### config.mk
export PLATFORM = sky130hd
export DESIGN_NAME = swdt_top
export DESIGN_NICKNAME = d
export VERILOG_FILES = /design/src/swdt_pkg.sv /design/src/swdt_top.sv
export SDC_FILE = /design/constraint.sdc
export NUM_CORES = 1
export LEC_CHECK = 0
export BUFFER_PORTS_ARGS = -buffer_cell sky130_fd_sc_hd__buf_4
export CAP_MARGIN = 20
export CORE_UTILIZATION = 40
export DETAILED_ROUTE_END_ITERATION = 6
export PLACE_DENSITY = 0.68
export REMOVE_ABC_BUFFERS = 1
export SYNTH_ARGS = -nofsm -noshare
export SYNTH_HDL_FRONTEND = slang
export SYNTH_SLANG_ARGS = --single-unit
### constraint.sdc
create_clock -name aclk -period 10.8 [get_ports aclk]
set_clock_uncertainty 0.1 [all_clocks]
set_input_delay 0.54 -clock aclk [delete_from_list [all_inputs] [get_ports aclk]]
set_output_delay 0.54 -clock aclk [all_outputs]
set_load 0.005 [all_outputs]
### src/swdt_pkg.sv
// Package: register map, field layout, reset values and timing of the watchdog
package swdt_pkg;
  // Register byte offsets
  localparam logic [7:0]  SWDT_CTRL_OFS    = 8'h00;
  localparam logic [7:0]  SWDT_STAT_OFS    = 8'h04;
  localparam logic [7:0]  SWDT_MASK_OFS    = 8'h08;
  localparam logic [7:0]  SWDT_CNT_OFS     = 8'h0C;
  // Control register fields
  localparam int          SWDT_EN_BIT      = 0;
  localparam int          SWDT_PS_LSB      = 1;
  localparam int          SWDT_PS_MSB      = 5;
  localparam logic [4:0]  SWDT_PS_RST      = 5'h0B;
  localparam logic        SWDT_EN_RST      = 1'b0;
  localparam logic [4:0]  SWDT_PS_MAX      = 5'h12;
  localparam logic [4:0]  SWDT_PS_SHIFT    = 5'h05;
  // Status register fields
  localparam int          SWDT_ST_RST_BIT  = 0;
  localparam int          SWDT_ST_WAKE_BIT = 1;
  localparam int          SWDT_ST_TO_BIT   = 8;
  localparam int          SWDT_ST_PD_BIT   = 9;
  localparam logic [1:0]  SWDT_IRQ_RST     = 2'h0;
  // Prescale counter
  localparam int          SWDT_CNT_W       = 23;
  localparam logic [22:0] SWDT_MIN_LAST    = 23'h00001F;
  // Oscillator figures: 31 kHz base, 1 ms nominal interval
  localparam int          SWDT_LF_KHZ      = 31;
  localparam int          SWDT_BASE_MS     = 1;
  // Mode configuration codes
  localparam logic [1:0]  SWDT_MODE_OFF    = 2'h0;
  localparam logic [1:0]  SWDT_MODE_SW     = 2'h1;
  localparam logic [1:0]  SWDT_MODE_AWAKE  = 2'h2;
  localparam logic [1:0]  SWDT_MODE_ON     = 2'h3;
  // AXI responses
  localparam logic [1:0]  SWDT_RESP_OKAY   = 2'h0;
  localparam logic [1:0]  SWDT_RESP_DECERR = 2'h3;
endpackage

### src/swdt_top.sv
// Watchdog timer with AXI4-Lite control registers and sleep wake-up
// Operation
// - Time-out while active and awake raises a system reset request
// - Counter advances on ticks of the 31 kHz low-frequency oscillator
// - Mode 11 keeps the watchdog active always, software enable ignored
// - Mode 10 runs the watchdog awake only, off during sleep
// - Mode 01 lets the software enable bit start or stop it
// - Mode 00 disables it; enable bit ignored outside mode 01
// - Period code n gives ratio 32 times two to the n, up to 10010
// - Reserved period codes 10011 to 11111 use the minimum ratio 1:32
// - Period select resets to 01011, about two seconds
// - Count clears on reset, clear, sleep in/out, osc fail, disable, startup
// - Sleep entry clears the count; counting resumes if sleep-active
// - Sleep exit clears; crystal clocks hold zero until startup timer ends
// - Time-out in sleep wakes the device, no reset, updates status flags
// - Oscillator divider changes leave count and running state alone
// - Control bits 7-6 read zero, period bits 5-1, enable bit 0
// - Sleep entry sets time-out flag and clears power-down flag
//
// The AXI4-Lite register port and the address map were left to the implementer.
module swdt_top
  import swdt_pkg::*;
(
  // Clock and reset
  input  wire logic        aclk,
  input  wire logic        aresetn,
  // AXI4-Lite slave
  input  wire logic [7:0]  s_axi_awaddr,
  input  wire logic        s_axi_awvalid,
  output logic             s_axi_awready,
  input  wire logic [31:0] s_axi_wdata,
  input  wire logic [3:0]  s_axi_wstrb,
  input  wire logic        s_axi_wvalid,
  output logic             s_axi_wready,
  output logic [1:0]       s_axi_bresp,
  output logic             s_axi_bvalid,
  input  wire logic        s_axi_bready,
  input  wire logic [7:0]  s_axi_araddr,
  input  wire logic        s_axi_arvalid,
  output logic             s_axi_arready,
  output logic [31:0]      s_axi_rdata,
  output logic [1:0]       s_axi_rresp,
  output logic             s_axi_rvalid,
  input  wire logic        s_axi_rready,
  // Oscillator pin and configuration
  input  wire logic        low_freq_internal_osc,
  input  wire logic [1:0]  wdt_mode_config,
  input  wire logic        crystal_clock_sel,
  input  wire logic [3:0]  internal_osc_divider_select,
  // CPU core and oscillator monitor
  input  wire logic        clear_watchdog_instr,
  input  wire logic        sleep_mode,
  input  wire logic        osc_fail,
  input  wire logic        osc_startup_timer,
  // Reset and wake logic
  output logic             wdt_reset_req,
  output logic             wdt_wake_req,
  output logic             timeout_flag_n,
  output logic             powerdown_flag_n,
  output logic             irq
);

  // Last count of the selected ratio; reserved codes fall back to 1:32
  function automatic logic [SWDT_CNT_W-1:0] last_count(input logic [4:0] ps);
    logic [23:0] ratio;
    ratio = 24'h000001 << (ps + SWDT_PS_SHIFT);
    if (ps > SWDT_PS_MAX)
    begin
      last_count = SWDT_MIN_LAST;
    end
    else
    begin
      last_count = ratio[SWDT_CNT_W-1:0] - 23'h000001;
    end
  endfunction

  // AXI state
  logic        awready_reg, awready_next;
  logic [7:0]  aw_addr_reg, aw_addr_next;
  logic        wready_reg, wready_next;
  logic [31:0] w_data_reg, w_data_next;
  logic [3:0]  w_strb_reg, w_strb_next;
  logic        bvalid_reg, bvalid_next;
  logic [1:0]  bresp_reg, bresp_next;
  logic        arready_reg, arready_next;
  logic        rvalid_reg, rvalid_next;
  logic [31:0] rdata_reg, rdata_next;
  logic [1:0]  rresp_reg, rresp_next;
  // Register state
  logic [4:0]  ps_reg, ps_next;
  logic        sw_en_reg, sw_en_next;
  logic [1:0]  stat_reg, stat_next;
  logic [1:0]  mask_reg, mask_next;
  logic        irq_reg, irq_next;
  // Watchdog core state
  logic        lf_s1_reg, lf_s2_reg, lf_prev_reg;
  logic [SWDT_CNT_W-1:0] cnt_reg, cnt_next;
  logic        sleep_prev_reg;
  logic        to_n_reg, to_n_next;
  logic        pd_n_reg, pd_n_next;
  logic        rst_req_reg, rst_req_next;
  logic        wake_reg, wake_next;
  // Decoded terms
  logic        lf_tick, active, clr_cnt, hit, timeout;
  logic        sleep_in, sleep_out, do_write, do_read;
  logic [SWDT_CNT_W-1:0] last;

  always_comb
  begin
    lf_tick   = lf_s2_reg & ~lf_prev_reg;
    sleep_in  = sleep_mode & ~sleep_prev_reg;
    sleep_out = ~sleep_mode & sleep_prev_reg;
    case (wdt_mode_config)
      SWDT_MODE_ON:    active = 1'b1;
      SWDT_MODE_AWAKE: active = ~sleep_mode;
      SWDT_MODE_SW:    active = sw_en_reg;
      default:         active = 1'b0;
    endcase
    // Divider select does not appear here on purpose
    clr_cnt = clear_watchdog_instr | sleep_in | sleep_out | osc_fail
            | ~active | (osc_startup_timer & crystal_clock_sel);
    last    = last_count(ps_reg);
    hit     = (cnt_reg == last);
    timeout = lf_tick & active & hit & ~clr_cnt;
    do_write = ~awready_reg & ~wready_reg & ~bvalid_reg;
    do_read  = s_axi_arvalid & arready_reg;
  end

  // Watchdog core next state
  always_comb
  begin
    cnt_next     = cnt_reg;
    to_n_next    = to_n_reg;
    pd_n_next    = pd_n_reg;
    rst_req_next = 1'b0;
    wake_next    = 1'b0;
    if (clr_cnt)
    begin
      cnt_next = '0;
    end
    else if (lf_tick)
    begin
      cnt_next = hit ? '0 : cnt_reg + 23'h000001;
    end
    if (sleep_in)
    begin
      to_n_next = 1'b1;
      pd_n_next = 1'b0;
    end
    if (timeout)
    begin
      to_n_next = 1'b0;
      if (sleep_mode)
      begin
        wake_next = 1'b1;
      end
      else
      begin
        rst_req_next = 1'b1;
        pd_n_next    = 1'b1;
      end
    end
  end

  always_ff @(posedge aclk)
  begin
    // Synchroniser carries no reset value dependence on the pin
    lf_s1_reg   <= low_freq_internal_osc;
    lf_s2_reg   <= lf_s1_reg;
    lf_prev_reg <= lf_s2_reg;
    if (!aresetn)
    begin
      cnt_reg        <= '0;
      sleep_prev_reg <= 1'b0;
      to_n_reg       <= 1'b1;
      pd_n_reg       <= 1'b1;
      rst_req_reg    <= 1'b0;
      wake_reg       <= 1'b0;
    end
    else
    begin
      cnt_reg        <= cnt_next;
      sleep_prev_reg <= sleep_mode;
      to_n_reg       <= to_n_next;
      pd_n_reg       <= pd_n_next;
      rst_req_reg    <= rst_req_next;
      wake_reg       <= wake_next;
    end
  end

  // Bus and register next state
  always_comb
  begin
    awready_next = awready_reg;
    aw_addr_next = aw_addr_reg;
    wready_next  = wready_reg;
    w_data_next  = w_data_reg;
    w_strb_next  = w_strb_reg;
    bvalid_next  = bvalid_reg;
    bresp_next   = bresp_reg;
    arready_next = arready_reg;
    rvalid_next  = rvalid_reg;
    rdata_next   = rdata_reg;
    rresp_next   = rresp_reg;
    ps_next      = ps_reg;
    sw_en_next   = sw_en_reg;
    mask_next    = mask_reg;
    stat_next    = stat_reg;
    if (s_axi_awvalid && awready_reg)
    begin
      awready_next = 1'b0;
      aw_addr_next = s_axi_awaddr;
    end
    if (s_axi_wvalid && wready_reg)
    begin
      wready_next = 1'b0;
      w_data_next = s_axi_wdata;
      w_strb_next = s_axi_wstrb;
    end
    if (do_write)
    begin
      awready_next = 1'b1;
      wready_next  = 1'b1;
      bvalid_next  = 1'b1;
      bresp_next   = SWDT_RESP_OKAY;
      case (aw_addr_reg)
        SWDT_CTRL_OFS:
        begin
          if (w_strb_reg[0])
          begin
            ps_next    = w_data_reg[SWDT_PS_MSB:SWDT_PS_LSB];
            sw_en_next = w_data_reg[SWDT_EN_BIT];
          end
        end
        SWDT_MASK_OFS:
        begin
          if (w_strb_reg[0])
          begin
            mask_next = w_data_reg[1:0];
          end
        end
        SWDT_STAT_OFS, SWDT_CNT_OFS: bresp_next = SWDT_RESP_OKAY;
        default: bresp_next = SWDT_RESP_DECERR;
      endcase
    end
    if (bvalid_reg && s_axi_bready)
    begin
      bvalid_next = 1'b0;
    end
    if (rvalid_reg && s_axi_rready)
    begin
      rvalid_next  = 1'b0;
      arready_next = 1'b1;
    end
    if (do_read)
    begin
      arready_next = 1'b0;
      rvalid_next  = 1'b1;
      rdata_next   = 32'h00000000;
      rresp_next   = SWDT_RESP_OKAY;
      case (s_axi_araddr)
        SWDT_CTRL_OFS:
        begin
          rdata_next[SWDT_PS_MSB:SWDT_PS_LSB] = ps_reg;
          rdata_next[SWDT_EN_BIT]             = sw_en_reg;
        end
        SWDT_STAT_OFS:
        begin
          rdata_next[1:0]            = stat_reg;
          rdata_next[SWDT_ST_TO_BIT] = to_n_reg;
          rdata_next[SWDT_ST_PD_BIT] = pd_n_reg;
          stat_next                  = 2'h0;
        end
        SWDT_MASK_OFS: rdata_next[1:0] = mask_reg;
        SWDT_CNT_OFS:  rdata_next[SWDT_CNT_W-1:0] = cnt_reg;
        default:       rresp_next = SWDT_RESP_DECERR;
      endcase
    end
    // Events win over the read that clears them
    if (rst_req_reg)
    begin
      stat_next[SWDT_ST_RST_BIT] = 1'b1;
    end
    if (wake_reg)
    begin
      stat_next[SWDT_ST_WAKE_BIT] = 1'b1;
    end
    irq_next = |(stat_reg & mask_reg);
  end

  always_ff @(posedge aclk)
  begin
    if (!aresetn)
    begin
      awready_reg <= 1'b1;
      aw_addr_reg <= 8'h00;
      wready_reg  <= 1'b1;
      w_data_reg  <= 32'h00000000;
      w_strb_reg  <= 4'h0;
      bvalid_reg  <= 1'b0;
      bresp_reg   <= SWDT_RESP_OKAY;
      arready_reg <= 1'b1;
      rvalid_reg  <= 1'b0;
      rdata_reg   <= 32'h00000000;
      rresp_reg   <= SWDT_RESP_OKAY;
      ps_reg      <= SWDT_PS_RST;
      sw_en_reg   <= SWDT_EN_RST;
      stat_reg    <= SWDT_IRQ_RST;
      mask_reg    <= SWDT_IRQ_RST;
      irq_reg     <= 1'b0;
    end
    else
    begin
      awready_reg <= awready_next;
      aw_addr_reg <= aw_addr_next;
      wready_reg  <= wready_next;
      w_data_reg  <= w_data_next;
      w_strb_reg  <= w_strb_next;
      bvalid_reg  <= bvalid_next;
      bresp_reg   <= bresp_next;
      arready_reg <= arready_next;
      rvalid_reg  <= rvalid_next;
      rdata_reg   <= rdata_next;
      rresp_reg   <= rresp_next;
      ps_reg      <= ps_next;
      sw_en_reg   <= sw_en_next;
      stat_reg    <= stat_next;
      mask_reg    <= mask_next;
      irq_reg     <= irq_next;
    end
  end

  assign s_axi_awready    = awready_reg;
  assign s_axi_wready     = wready_reg;
  assign s_axi_bvalid     = bvalid_reg;
  assign s_axi_bresp      = bresp_reg;
  assign s_axi_arready    = arready_reg;
  assign s_axi_rvalid     = rvalid_reg;
  assign s_axi_rdata      = rdata_reg;
  assign s_axi_rresp      = rresp_reg;
  assign wdt_reset_req    = rst_req_reg;
  assign wdt_wake_req     = wake_reg;
  assign timeout_flag_n   = to_n_reg;
  assign powerdown_flag_n = pd_n_reg;
  assign irq              = irq_reg;

  chk_awake_reset: assert property (@(posedge aclk) disable iff (!aresetn)
    timeout && !sleep_mode |=> wdt_reset_req && !wdt_wake_req)
    else $error("awake time-out gave no reset");
  chk_sleep_wake: assert property (@(posedge aclk) disable iff (!aresetn)
    timeout && sleep_mode |=> wdt_wake_req && !wdt_reset_req && !timeout_flag_n)
    else $error("sleep time-out did not wake");
  chk_mode_off: assert property (@(posedge aclk) disable iff (!aresetn)
    wdt_mode_config == SWDT_MODE_OFF |=> cnt_reg == '0 && !wdt_reset_req)
    else $error("disabled watchdog counted");
  chk_awake_only: assert property (@(posedge aclk) disable iff (!aresetn)
    wdt_mode_config == SWDT_MODE_AWAKE && sleep_mode |-> !timeout)
    else $error("mode 10 timed out in sleep");
  chk_clear_instr: assert property (@(posedge aclk) disable iff (!aresetn)
    clear_watchdog_instr |=> cnt_reg == '0)
    else $error("clear did not zero count");
  chk_reserved_ps: assert property (@(posedge aclk) disable iff (!aresetn)
    ps_reg > SWDT_PS_MAX |-> last == SWDT_MIN_LAST)
    else $error("reserved period not minimum");
  chk_ps_default: assert property (@(posedge aclk)
    !aresetn |=> ps_reg == SWDT_PS_RST && !sw_en_reg)
    else $error("period default wrong");
  chk_sleep_flags: assert property (@(posedge aclk) disable iff (!aresetn)
    sleep_in && !timeout |=> timeout_flag_n && !powerdown_flag_n)
    else $error("sleep entry flags wrong");
  chk_crystal_hold: assert property (@(posedge aclk) disable iff (!aresetn)
    (osc_startup_timer && crystal_clock_sel) [*2] |-> cnt_reg == '0)
    else $error("count moved during startup");
  chk_ctrl_upper: assert property (@(posedge aclk) disable iff (!aresetn)
    do_read && s_axi_araddr == SWDT_CTRL_OFS |=> s_axi_rdata[31:6] == '0)
    else $error("control upper bits not zero");
  chk_count_step: assert property (@(posedge aclk) disable iff (!aresetn)
    !lf_tick && !clr_cnt |=> $stable(cnt_reg))
    else $error("count moved without tick");

endmodule
==> results.yml <==
status:
  status: "finished clean"
power:
  pwr-share-comb: 0.059
  p_clk_frac: 0.466
  irDropWorstVdd_v: 0.0000769
  leakage_nw: 2.14
  p_per_area_mw_per_mm2: 130
  internal_power_w: 0.000550
  power.total_w: 0.000703
  netSwitchingFraction: 0.218
  p_sw_w: 0.000153
  seq_power_share: 0.475
floorplanning:
  core-area_mm2: 0.0109
  die_area_mm2: 0.0118
  initial_core_util: 0.415
  num_rows: 38
  die_h_um: 108
  die_w_um: 108
  num_io_pins: 117
sta:
  fin_setup_tns_ns: 0
  timing.fmax_ghz: 0.232
  period_minus_slack_ns: 4.31
  rsz0062_at_grt: "false"
  setup_viol: 0
  hold_violations: 0
  worst_slew_pin_slew_ns: 0.971
  layout_worst_path_cycle_share: 0.399
  slew_viol_final: 0
  relSlewSlack: 0.351
logic_synthesis:
  ys_seq_area_frac: 0.384
  synth-seq-cells: 87
  synth_edf_count: 0
  syn_inst: 574
  synth.distinct_cells: 60
  ys.warnings.count: 0
  synthArstFlopShare: 0
  syn_area_mm2: 0.00453
  syn_area_per_cell_um2: 7.90
  ys.flop_type: "dfxtp_1"
cts:
  h-tree-depth: 3
  holdBufCountCts: 0
  ctsResizeCount: 0
  postCtsSetupBuffers: 0
  clkTransAtPathRegs_ns: 0.06
  clk_latency_ns: 0.34
  cts_root_buf: "clkbuf_16"
  numCtsBuffers: 9
  cts_sinks: 87
  cts_tree: "built"
  clock_path_buffers: 2
cells_and_area:
  nets: 691
  final_common_cell: "dfxtp_1"
  fill_cells: 1075
  area_delta_synth_final_pct: 18.9
  fin_cells: 762
  diodes: 0
  layout-drive-gt1-share: 0.169
  final_cell_mix: "dfxtp_1, buf_4, nor2_1"
critical_path:
  timing.rr.start: "ps_reg[4]"
  reg2reg_slack_ns: 6.49
  critPathRequiredTime_ns: 10.99
  crit_fanout: 21
  reg2reg_to: "wdt_wake_req"
  cp-start-kind: "flop"
  rr_worst_depth: 10
  crit_path_end_kind: "flop"
  path_class: "reg2reg"
  cp.arrival_ns: 4.50
worst_hold_path:
  holdCritStartpoint: "low_freq_internal_osc"
  min_to: "lf_s1_reg"
  min_path_cells: 1
  hp-class: "in2reg"
global_routing:
  grt_pass1_vias: 3777
  grt_max_degree: 52
  grt_overflow: 0
  grt_use_total: 0.203
  grt_pass1_wl_um: 18600
  antenna_found_initial: 0
placed_design:
  gp_congestion: 0.877
  io_buffers: 74
  dp.cells: 745
  dp_hpwl_um: 8110
routing:
  ant_nets: 0
  drt_first_pass_iters: 5
  wire_per_inst_um: 14.7
  drt_iter0_drc: 227
  vias: 4133
  wl_um: 11200
  route.detailed.drc: 0
  vias_per_cell: 5.42
run:
  cap_viol_max_count: 0
## power groups by stage
stage / clock network [W] / logic (W) / registers, W
after floorplan: 0 / 0.0000189 / 0.000340
after global routing: 0.000346 / 0.0000464 / 0.000335
after detailed placement: 0 / 0.0000415 / 0.000341
after CTS: 0.000333 / 0.0000417 / 0.000334
final: 0.000328 / 0.0000414 / 0.000334
after global placement: 0 / 0.0000409 / 0.000341
## Yosys cell counts (9+ instances only)
cell / number / area (um2)
buf_2: 13 / 65.1
clkbuf_1: 26 / 97.6
a21oi_1: 37 / 185
nand2b_1: 12 / 75.1
xnor2_1: 24 / 210
xor2_1: 15 / 131
or3_1: 9 / 56.3
nand4_1: 14 / 87.6
a22oi_1: 23 / 173
nand3_1: 40 / 200
inv_1: 14 / 52.6
dfxtp_1: 87 / 1740
buf_4: 11 / 82.6
nor2_1: 73 / 274
nand2_1: 63 / 236
nor3_1: 21 / 105
## metal layers
| metal | wire length, um | part of all wire | vias up | GRT usage |
|---|---|---|---|---|
| met4 | 226 | 0.020 | 0 | 0.0849 |
| met2 | 5230 | 0.47 | 110 | 0.332 |
| li1 | - | - | 2073 | - |
| met3 | 489 | 0.044 | 17 | 0.0362 |
| met1 | 5220 | 0.47 | 1933 | 0.263 |
| met5 | 0 | 0 | - | 0 |
## metrics by stage
step	hold slack (ns)	util	worst slack, ns	instance area [um2]
detailed placement	0.218	0.462	6.14	5050
floorplan	0.210	-	7.15	4300
global placement	0.217	0.462	6.15	5050
global route	0.188	0.493	6.15	5390
finish	0.198	0.493	6.49	5390
CTS	0.193	0.491	6.11	5360
## kinds of logic (layout without fill, tap and decap cells)
group / Yosys count / in the layout / share of synthesized area
xor gates and xnor gates: 39 / 39 / 0.0754
buffers and inverters: 67 / 107 / 0.0698
AOI/OAI and AO/OA: 101 / 101 / 0.147
DFF: 87 / 87 / 0.384
muxes: 10 / 10 / 0.0276
adders and majority gates: 2 / 2 / 0.00552
other: 1 / 9 / 0.000827
and+or+nand+nor: 267 / 267 / 0.290
## critical path, cell delays in order (launching register included)
cell and delay (ns):
dfxtp_1 0.81, inv_1 0.34, or4_1 0.54, ha_1 0.44, or3b_4 0.50, nor3_1 0.15, nor3_1 0.09, xnor2_1 0.26
nand3_1 0.19, nor4_1 0.63, and2_1 0.21
## layout make-up
| type | instances | area, um2 | area share |
|---|---|---|---|
| clock inverter | 5 | 82.6 | 0.0153 |
| timing repair buffer | 77 | 588 | 0.109 |
| multi-input combinational | 428 | 2520 | 0.467 |
| inverter | 15 | 56.3 | 0.0104 |
| sequential | 87 | 1740 | 0.323 |
| tap | 140 | 175 | 0.0325 |
| clock buffer | 10 | 229 | 0.0425 |
## worst max path at each step
| stage | startpoint | to | slack [ns] | cells after the start |
|---|---|---|---|---|
| after CTS | ps_reg[4] | cnt_reg[9] | 6.11 | 10 |
| after global placement | ps_reg[4] | cnt_reg[10] | 6.15 | 10 |
| after detailed placement | ps_reg[4] | cnt_reg[12] | 6.14 | 10 |
| after global routing | ps_reg[4] | wdt_reset_req | 6.15 | 10 |
| final | ps_reg[4] | wdt_wake_req | 6.49 | 10 |
| after floorplan | aresetn | wdt_wake_req | 7.15 | 5 |
Power figures use the tool's default switching activity.
